`src/pkg/opmode_pkg.sv`:
```
package opmode_pkg;

   // ----------------------------------------
   // Mode encodings {background, b, a}
   // ----------------------------------------
   typedef enum logic [2:0] {
      MODE_SPECIAL_SINGLE = 3'h0,
      MODE_SPECIAL_NARROW = 3'h1,
      MODE_SPECIAL_PERIPH = 3'h2,
      MODE_SPECIAL_WIDE = 3'h3,
      MODE_NORMAL_SINGLE = 3'h4,
      MODE_NORMAL_NARROW = 3'h5,
      MODE_RESERVED = 3'h6,
      MODE_NORMAL_WIDE = 3'h7
   } mode_type;

   // ----------------------------------------
   // Register map of this block
   // ----------------------------------------
   localparam logic [3:0] ADDR_MODE = 4'h0;
   localparam logic [3:0] ADDR_STATUS = 4'h1;

   // Mode register fields
   localparam int BIT_SPECIAL_N = 7;
   localparam int BIT_MODE_B = 6;
   localparam int BIT_MODE_A = 5;
   localparam int BIT_STRETCH = 4;
   localparam int BIT_EMK = 1;
   localparam int BIT_EME = 0;

   // Status register fields
   localparam int BIT_SINGLE = 0;
   localparam int BIT_NARROW = 1;
   localparam int BIT_WIDE_BUS = 2;
   localparam int BIT_PERIPH = 3;
   localparam int BIT_DEBUG = 4;
   localparam int BIT_AB_MAP = 5;
   localparam int BIT_E_MAP = 6;
   localparam int BIT_K_MAP = 7;

   localparam logic [7:0] UNMAPPED_READ = 8'h00;

   // Register bus request
   typedef struct packed {
      logic [3:0] addr;
      logic [7:0] wdata;
      logic wr;
      logic rd;
   } bus_req_type;

   // Decoded configuration
   typedef struct packed {
      logic singleChip;
      logic narrowBus;
      logic wideBus;
      logic periph;
      logic special;
   } mode_cfg_type;

endpackage

```
`src/operating_mode_select.sv`:
```
`timescale 1ns/1ps
// What this block does
// - Mode chosen at reset exit from background and two mode pins.
// - Strap levels captured into special and mode bits at reset release.
// - Eight-way decode of the three straps; reserved forced to peripheral.
// - Single-chip modes drive no external bus; ports A, B are GPIO.
// - Wide and peripheral modes: A and B carry multiplexed 16-bit bus.
// - Narrow modes: A and B carry address, A alone carries 8-bit data.
// - Narrow 16-bit transfer uses two cycles, high byte then low.
// - Second narrow cycle presents the address plus one.
// - Normal modes protect control bits, write-once.
// - Special modes relax protection for test software.
// - Special single-chip enters active background debug at once.
// - Peripheral mode holds processor inactive, external master drives bus.
// - Peripheral mode cannot be entered or left except through reset.
// - Expanded and peripheral modes remove port A and B registers.
// - Port E registers removed in peripheral, or expanded with emulation bit.
// - Port K registers removed in peripheral, or expanded with emulation bit.
// - Unimplemented reads return zero.
// - Special bit writable only in special modes, first write ignored.
// - Mode bits write once normal, any but first special; never peripheral.
// - Clock stretch enable reads one in expanded modes.
module operating_mode_select
   import opmode_pkg::*;
(
   // Clock and reset
   input wire logic clk,
   input wire logic sys_rst,
   // Strap pins
   input wire logic background_strap_pin,
   input wire logic mode_select_b,
   input wire logic mode_select_a,
   // Register port
   input wire opmode_pkg::bus_req_type busReq,
   output logic [7:0] rdata,
   // Debug handshake from the debug host
   input wire logic debugEnableCmd,
   input wire logic debugActivateCmd,
   // External bus request from the core
   input wire logic xferStart,
   input wire logic xferWide,
   input wire logic [15:0] xferAddr,
   input wire logic [15:0] xferData,
   // Port pins
   output logic [7:0] portAOut,
   output logic [7:0] portBOut,
   output logic portAOe,
   output logic portBOe,
   output logic xferBusy,
   // Configuration outputs
   output opmode_pkg::mode_cfg_type modeCfg,
   output logic cpuHalt,
   output logic background_debug_mode,
   output logic portAbInMap,
   output logic portEInMap,
   output logic portKInMap,
   output logic clock_stretch_enable
);
   import opmode_pkg::*;

   // ----------------------------------------
   // Register layout
   // ----------------------------------------
   // Mode register at offset zero:
   //   bit 7 special select, low in special modes
   //   bits 6 and 5 mode select b and a
   //   bit 4 clock stretch enable
   //   bits 3 and 2 read as zero
   //   bit 1 port K emulation
   //   bit 0 port E emulation
   // Status register at offset one:
   //   bit 0 single-chip
   //   bit 1 narrow expanded bus
   //   bit 2 wide multiplexed bus
   //   bit 3 peripheral mode
   //   bit 4 background debug active
   //   bit 5 ports A and B in map
   //   bit 6 port E in map
   //   bit 7 port K in map
   // Mode register leaves the map in peripheral mode
   // Unmapped reads return zero
   //
   // Hazards
   //   Mode writes act one cycle later in modeCfg
   //   Transfers started while busy are dropped, except in the last data phase
   //   Transfer width sampled only at the start
   //   Narrow transfers of one byte use the high byte only
   //   Emulation bits load one cycle after reset release
   //   Control bits share one first-write tracker
   //   Debug activation needs a prior enable

   // ----------------------------------------
   // Decode helpers
   // ----------------------------------------
   // Turns a three-bit mode code into bus, peripheral and special flags
   // Used for the live mode and for requested writes
   // Reserved code behaves as peripheral mode
   function automatic mode_cfg_type decodeMode(input logic [2:0] m);
      mode_cfg_type c;
      c = '0;
      c.special = ~m[2];
      case (m)
         MODE_NORMAL_SINGLE, MODE_SPECIAL_SINGLE: c.singleChip = 1'b1;
         MODE_NORMAL_NARROW, MODE_SPECIAL_NARROW: c.narrowBus = 1'b1;
         MODE_NORMAL_WIDE, MODE_SPECIAL_WIDE: c.wideBus = 1'b1;
         default: begin
            c.periph = 1'b1;
            c.wideBus = 1'b1;
            c.special = 1'b1;
         end
      endcase
      return c;
   endfunction

   // ----------------------------------------
   // State
   // ----------------------------------------
   // Write-once trackers, debug flags, transfer holds
   // Transfer phases: address, data, next address, last data
   typedef enum logic [1:0] {XFER_IDLE, XFER_HIGH, XFER_LOW, XFER_TAIL} xfer_type;

   logic inReset;
   logic [2:0] modeBits;
   logic specialWritten;
   logic modeWritten;
   logic stretch;
   logic emulate_port_k_bit;
   logic emulate_port_e_bit;
   logic ctrlWritten;
   logic debugEnabled;
   xfer_type xferState;
   logic [15:0] xferAddrHold;
   logic [15:0] xferDataHold;
   logic xferWideHold;

   // ----------------------------------------
   // Combinational decode
   // ----------------------------------------
   // Write legality and next-state terms
   // Peripheral mode blocks every mode register write
   wire mode_cfg_type cfg = decodeMode(modeBits);
   wire expanded = cfg.narrowBus | (cfg.wideBus & ~cfg.periph);
   wire modeWrite = busReq.wr && busReq.addr == ADDR_MODE && !cfg.periph;
   wire [2:0] reqMode = {busReq.wdata[BIT_SPECIAL_N], busReq.wdata[BIT_MODE_B], busReq.wdata[BIT_MODE_A]};
   // Decode of the requested mode for the legality test
   wire mode_cfg_type reqCfg = decodeMode(reqMode);
   wire reqModeOk = !reqCfg.periph;
   // Special bit: only in special modes, first write ignored
   wire specialWrOk = modeWrite && cfg.special && specialWritten;
   // Mode bits: once in normal, any but first in special
   wire modeBitsWrOk = modeWrite && reqModeOk && (cfg.special ? modeWritten : !modeWritten);
   // Control bits: write-once normal, any but first special
   wire ctrlWrOk = modeWrite && (cfg.special ? ctrlWritten : !ctrlWritten);
   wire [2:0] next_modeBits = {specialWrOk ? busReq.wdata[BIT_SPECIAL_N] : modeBits[2],
                               modeBitsWrOk ? reqMode[1:0] : modeBits[1:0]};
   // Map flags and stretch readback
   // Ports A and B only mapped in single-chip
   // Ports E and K leave in peripheral, or expanded with emulation
   wire stretchRead = stretch | expanded;
   wire abMap = cfg.singleChip;
   wire eMap = !(cfg.periph || (expanded && emulate_port_e_bit));
   wire kMap = !(cfg.periph || (expanded && emulate_port_k_bit));

   // Read images of the two registers
   wire [7:0] modeReg = {modeBits, stretchRead, 2'b00, emulate_port_k_bit, emulate_port_e_bit};
   wire [7:0] statusReg = {kMap, eMap, abMap, background_debug_mode, cfg.periph,
                           cfg.wideBus, cfg.narrowBus, cfg.singleChip};
   // Read selection, registered below
   logic [7:0] next_rdata;
   always_comb begin
      if (busReq.addr == ADDR_MODE && !cfg.periph) begin
         next_rdata = modeReg;
      end else if (busReq.addr == ADDR_STATUS) begin
         next_rdata = statusReg;
      end else begin
         next_rdata = UNMAPPED_READ;
      end
   end

   // ----------------------------------------
   // Strap capture and mode register
   // ----------------------------------------
   // Straps followed while reset is high
   // Mode bits then change only by legal writes
   always_ff @(posedge clk) begin
      inReset <= sys_rst;
      if (sys_rst) begin
         // Straps followed through reset, frozen at release
         modeBits <= {background_strap_pin, mode_select_b, mode_select_a};
         specialWritten <= 1'b0;
         modeWritten <= 1'b0;
         ctrlWritten <= 1'b0;
      end else begin
         modeBits <= next_modeBits;
         // Special writes counted for the first-write rule
         if (modeWrite && cfg.special) begin
            specialWritten <= 1'b1;
         end
         // Any mode register write outside peripheral mode, even an ignored one, closes the write-once window
         if (modeWrite) begin
            modeWritten <= 1'b1;
            ctrlWritten <= 1'b1;
         end
      end
   end

   // Control bits; emulation reset values follow the captured mode, stretch resets to one
   always_ff @(posedge clk) begin
      if (sys_rst) begin
         stretch <= 1'b1;
         emulate_port_k_bit <= 1'b0;
         emulate_port_e_bit <= 1'b0;
      end else if (inReset) begin
         // Emulation bits default set in special modes
         emulate_port_k_bit <= cfg.special;
         emulate_port_e_bit <= cfg.special;
      end else if (ctrlWrOk) begin
         // Permitted control write
         stretch <= busReq.wdata[BIT_STRETCH];
         emulate_port_k_bit <= busReq.wdata[BIT_EMK];
         emulate_port_e_bit <= busReq.wdata[BIT_EME];
      end
   end

   // ----------------------------------------
   // Background debug
   // ----------------------------------------
   // Special single-chip wakes up with debug active
   // Other modes need an enable, then an activate
   // Peripheral mode ignores the host to avoid bus clashes
   always_ff @(posedge clk) begin
      if (sys_rst) begin
         debugEnabled <= 1'b0;
         background_debug_mode <= 1'b0;
      end else if (inReset && modeBits == MODE_SPECIAL_SINGLE) begin
         debugEnabled <= 1'b1;
         background_debug_mode <= 1'b1;
      end else if (!cfg.periph) begin
         // Host enable step
         if (debugEnableCmd) begin
            debugEnabled <= 1'b1;
         end
         // Activation only once enabled
         if (debugActivateCmd && debugEnabled) begin
            background_debug_mode <= 1'b1;
         end
      end
   end

   // ----------------------------------------
   // External bus sequencer
   // ----------------------------------------
   // Drives the multiplexed bus on ports A and B
   // Wide: address, then both data bytes
   // Narrow: address, high byte, address plus one, low byte
   // Enables drop in the cycle after the last phase
   always_ff @(posedge clk) begin
      if (sys_rst) begin
         xferState <= XFER_IDLE;
         xferAddrHold <= 16'h0000;
         xferDataHold <= 16'h0000;
         xferWideHold <= 1'b0;
         portAOut <= 8'h00;
         portBOut <= 8'h00;
         portAOe <= 1'b0;
         portBOe <= 1'b0;
      end else begin
         case (xferState)
            // Idle: pins released, wait for a start
            XFER_IDLE: begin
               portAOe <= 1'b0;
               portBOe <= 1'b0;
               if (xferStart && !cfg.singleChip && !cfg.periph) begin
                  xferAddrHold <= xferAddr;
                  xferDataHold <= xferData;
                  xferWideHold <= xferWide;
                  portAOut <= xferAddr[15:8];
                  portBOut <= xferAddr[7:0];
                  portAOe <= 1'b1;
                  portBOe <= 1'b1;
                  xferState <= XFER_HIGH;
               end
            end
            // First data phase
            XFER_HIGH: begin
               if (cfg.narrowBus) begin
                  // Narrow: high byte on A, B keeps the address
                  portAOut <= xferDataHold[15:8];
                  xferState <= (xferWideHold) ? XFER_LOW : XFER_IDLE;
                  if (xferWideHold) begin
                     xferAddrHold <= xferAddrHold + 16'h0001;
                  end
               end else begin
                  // Wide: both bytes at once
                  portAOut <= xferDataHold[15:8];
                  portBOut <= xferDataHold[7:0];
                  xferState <= XFER_IDLE;
               end
            end
            // Second narrow address phase
            XFER_LOW: begin
               portAOut <= xferAddrHold[15:8];
               portBOut <= xferAddrHold[7:0];
               xferDataHold <= {xferDataHold[7:0], 8'h00};
               xferState <= XFER_TAIL;
            end
            // Low byte on A, then release
            XFER_TAIL: begin
               portAOut <= xferDataHold[15:8];
               xferState <= XFER_IDLE;
            end
            default: xferState <= XFER_IDLE;
         endcase
      end
   end

   // ----------------------------------------
   // Registered outputs
   // ----------------------------------------
   // Every output leaves a flip-flop
   // Config and map flags lag the live mode by a cycle
   // Read data stands one cycle after the strobe, else zero
   // Busy rises the cycle after the start and covers every phase
   always_ff @(posedge clk) begin
      if (sys_rst) begin
         rdata <= 8'h00;
         modeCfg <= '0;
         cpuHalt <= 1'b0;
         portAbInMap <= 1'b1;
         portEInMap <= 1'b1;
         portKInMap <= 1'b1;
         clock_stretch_enable <= 1'b1;
         xferBusy <= 1'b0;
      end else begin
         rdata <= busReq.rd ? next_rdata : 8'h00;
         modeCfg <= cfg;
         cpuHalt <= cfg.periph;
         portAbInMap <= abMap;
         portEInMap <= eMap;
         portKInMap <= kMap;
         clock_stretch_enable <= stretchRead;
         xferBusy <= (xferState != XFER_IDLE) || xferStart;
      end
   end

endmodule

```
`config.mk`:
```
export PLATFORM = sky130hd
export DESIGN_NAME = operating_mode_select
export DESIGN_NICKNAME = d
export VERILOG_FILES = /design/src/pkg/opmode_pkg.sv /design/src/operating_mode_select.sv
export SDC_FILE = /design/constraint.sdc
export NUM_CORES = 1
export LEC_CHECK = 0
export BUFFER_PORTS_ARGS = -buffer_cell sky130_fd_sc_hd__buf_2
export CORE_UTILIZATION = 48
export CTS_BUF_LIST = sky130_fd_sc_hd__clkbuf_4 sky130_fd_sc_hd__clkbuf_8 sky130_fd_sc_hd__clkbuf_16
export DETAILED_ROUTE_END_ITERATION = 6
export PLACE_DENSITY = 0.76
export SYNTH_ARGS = -nofsm -noshare
export SYNTH_HDL_FRONTEND = slang
export SYNTH_SLANG_ARGS = --single-unit
```
`constraint.sdc`:
```
create_clock -name clk -period 1.8 [get_ports clk]
set_input_delay 0.09 -clock clk [delete_from_list [all_inputs] [get_ports clk]]
set_output_delay 0.09 -clock clk [all_outputs]
set_load 0.02 [all_outputs]
```
==> results.md <==
- Run status: finished, final reports clean
- Total gr overflow: 0
- Synth Register Bits: 81
- Yosys top cell area share: 0.402
- Ys flop type: dfxtp_1
- Post-synthesis simple-gate area fraction: 0.201
- H-tree depth: 3
- Die W: 91.9 um
- Clock transition at path regs: 90 ps
- LEAKAGE: 0.00202 uW
- Final setup vio count: 0
- Xor-xnor portion of the synthesized cell area: 0
- ANT nets after route: 0
- Fin area: 4990 um^2
- CP startpoint kind: flip-flop
- WP data required: 2040 ps
- Max incr delay on CP: 370 ps
- FILL cells: 673
- Layout cells sized above 1: 0.294
- Synth Area in Adders: 0.0226
- Most common cell in the synthesized netlist: dfxtp_1
- Crit-path slowest cell: dfxtp_2
- Leading area contributor after synthesis: dfxtp_1
- Worst slew pin tran: 562 ps
- Synth area leaders: dfxtp_1 40%, nand2_1 4.9%, a21oi_1 4.8%
- Worst slew margin: 0.625
- RSZ-0062 raised after global routing: true
- Asr flop ratio synth: 0
- Clock skew: 7.59 ps
- Via count: 3,948
- Critical Path AT: 1980 ps
- Initial DRT Pass Iterations: 5
- Post-DP HPWL: 7420 um
- Dpl ws: -253 ps
- Initial antenna violation count: 0
- # diodes: 0
- Row Count: 32
- Synthesized area per cell: 8.47 um^2
- Final hold vios: 0
- RD Place Congestion: 0.897
- DR WL/cell: 16.2 um
- Mapped Nets: 520
- Synthesis Warnings: 0
- Period utilisation layout: 0.962
- Max VDD drop: 0.448 mV
- Post-synthesis mux area share: 0.0397
- Maximum buffer depth of the clock tree: 2
- Delay-heaviest family, CP: compound AO/OA/AOI/OAI gates
- Mapped cell area: 3880 um^2
- Nets: 625
- Commonest cells in the synthesized netlist: 78 x dfxtp_1, 51 x nand2_1, 38 x nor2_1, 37 x a21oi_1, 21 x clkbuf_1
- IO Count: 93
- Fmax: 577 MHz
- Clock Latency Late Sink: 360 ps
- Max-slew violations: 0
- Setup WS post-layout: 68.0 ps
- Register area share after synthesis: 0.426
- Core area: 7770 um^2
- Complex-gate fraction of the synthesized area: 0.258
- Die area: 8450 um^2
- WP buf/inv: 3
- Min Tclk post-route: 1730 ps
- Area after DPL: 4540 um^2
- Number of global-route vias before repair: 3,649
- Crit-path cells: inv_1, ha_1, buf_6, and3b_2, o21a_1, buf_4, a21oi_1, a311oi_2
- Number of synthesized flops with an enable pin: 3
- Layout Area Growth over Synthesis: 28.7%
- Routed wire length: 10,800 um
- Pin count of the biggest net entering global routing: 48
- Drt first-iter violations: 304
- Cell count after synthesis: 458
- Pwr/cell area: 929 nW/um^2
- TritonCTS buffer count: 9
- Die height: 91.9 um
- Crit path max fanout: 12
- Residual DRC count: 0
- First-pass GRT wire length: 17,000 um
- CTS tree: done
- Hold Path Class: in -> reg
- # clock sinks: 81
- Root buffer cell: clkbuf_8
- Combinational family with the most area after synthesis: compound AO/OA/AOI/OAI gates
- Initial core utilization: 0.500
- Max-Cap Viols: 0
- Count of cell types in the netlist: 61
- All-Layer GR Usage: 0.254
- Critical path type: reg -> reg
- Port Buffers: 90
- Via/cell ratio: 5.89
- CP endpoint kind: flip-flop
-- registers in the layout, summed over array words and instances (netlist names), 3 cells and up, named ones only --
register and flops:
modeCfg 4, modeBits 3, portBOut 8, xferAddrHold 16, rdata 8, portAOut 8, xferDataHold 16
-- kinds of logic (layout without fill, tap and decap cells) --
logic type,count (synthesis),count (layout)
buffers and inverters,50,160
muxes,15,15
and+or+nand+nor,157,157
adders and majority gates,7,7
DFF,81,81
AOI/OAI and AO/OA,148,148
-- placed cells by master, fill, tap and decap left out, types with 4 or more instances in the layout --
cell type,n
a21oi_1,36
nor4_1,4
ha_1,7
a22oi_1,18
buf_6,4
a211oi_1,17
o21ai_0,15
nor3_1,4
nand3_1,11
dfxtp_2,4
a21o_1,4
nand4_1,4
buf_4,25
clkbuf_8,9
nand2_1,51
o211ai_1,10
o21ai_1,6
nand2b_1,9
dfxtp_1,74
a31oi_1,6
mux2i_1,12
nor2b_1,7
dlygate4sd3_1,10
or3_1,5
buf_2,90
inv_1,12
nor2_1,36
-- worst paths after layout --
kind	cells past startpoint	slack (ps)	end	start
max reg2reg	8	70	xferAddrHold[0]	xferState[0]
min reg2reg	2	450	portAOut[1]	portAOut[1]
min	3	10	specialWritten	busReq[1]
max	8	70	xferAddrHold[0]	xferState[0]
-- power by group --
part / leakage (uW) / internal [uW] / total (uW) / switching (uW)
logic: 0.00123 / 415 / 989 / 575
clock network: 0.000122 / 827 / 1550 / 724
registers: 0.000671 / 1950 / 2100 / 145
total: 0.00202 / 3200 / 4640 / 1440
-- layout make-up --
type	instances	area, um^2	area share
inverter	13	48.8	0.00977
tap	102	128	0.0256
sequential	81	1660	0.332
multi-input combinational	327	2100	0.421
timing repair buffer	131	818	0.164
clock inverter	5	67.6	0.0135
clock buffer	11	174	0.0348
-- per-layer routing --
metal / vias to the layer above / track usage / wire [um] / part of all wire
met5: - / 0 / 0 / 0
met4: 0 / 0.121 / 307 / 0.028
met3: 30 / 0.0506 / 615 / 0.057
met2: 146 / 0.415 / 5270 / 0.49
met1: 1887 / 0.322 / 4650 / 0.43
li1: 1885 / - / - / -
-- tightest hold or removal path, stage by stage --
cell     delay, ps
buf_2          110
a31oi_1         70
nor2_1          70
-- metrics by stage --
stage / setup TNS, ps / utilization / hold WS [ps] / instances / power [uW]
4_1_cts: -3.44 / 0.632 / 10.6 / 669 / 4590
2_1_floorplan: 0 / - / 118 / 458 / 2700
3_3_place_gp: -1370 / 0.585 / 323 / 643 / 3020
3_5_place_dp: -3320 / 0.585 / 334 / 643 / 3050
6_report: 0 / 0.643 / 14.9 / 670 / 4640
5_1_grt: -61.8 / 0.643 / 17.0 / 670 / 4820
-- what timing repair did --
item,in CTS,in global routing
hold buffers,10,0
endpoints found under the hold margin,10,0
gates resized for setup,7,20
pin swaps,0,5
setup buffers,0,1
endpoints found under the setup margin,26,36
Power figures use the tool's default switching activity.
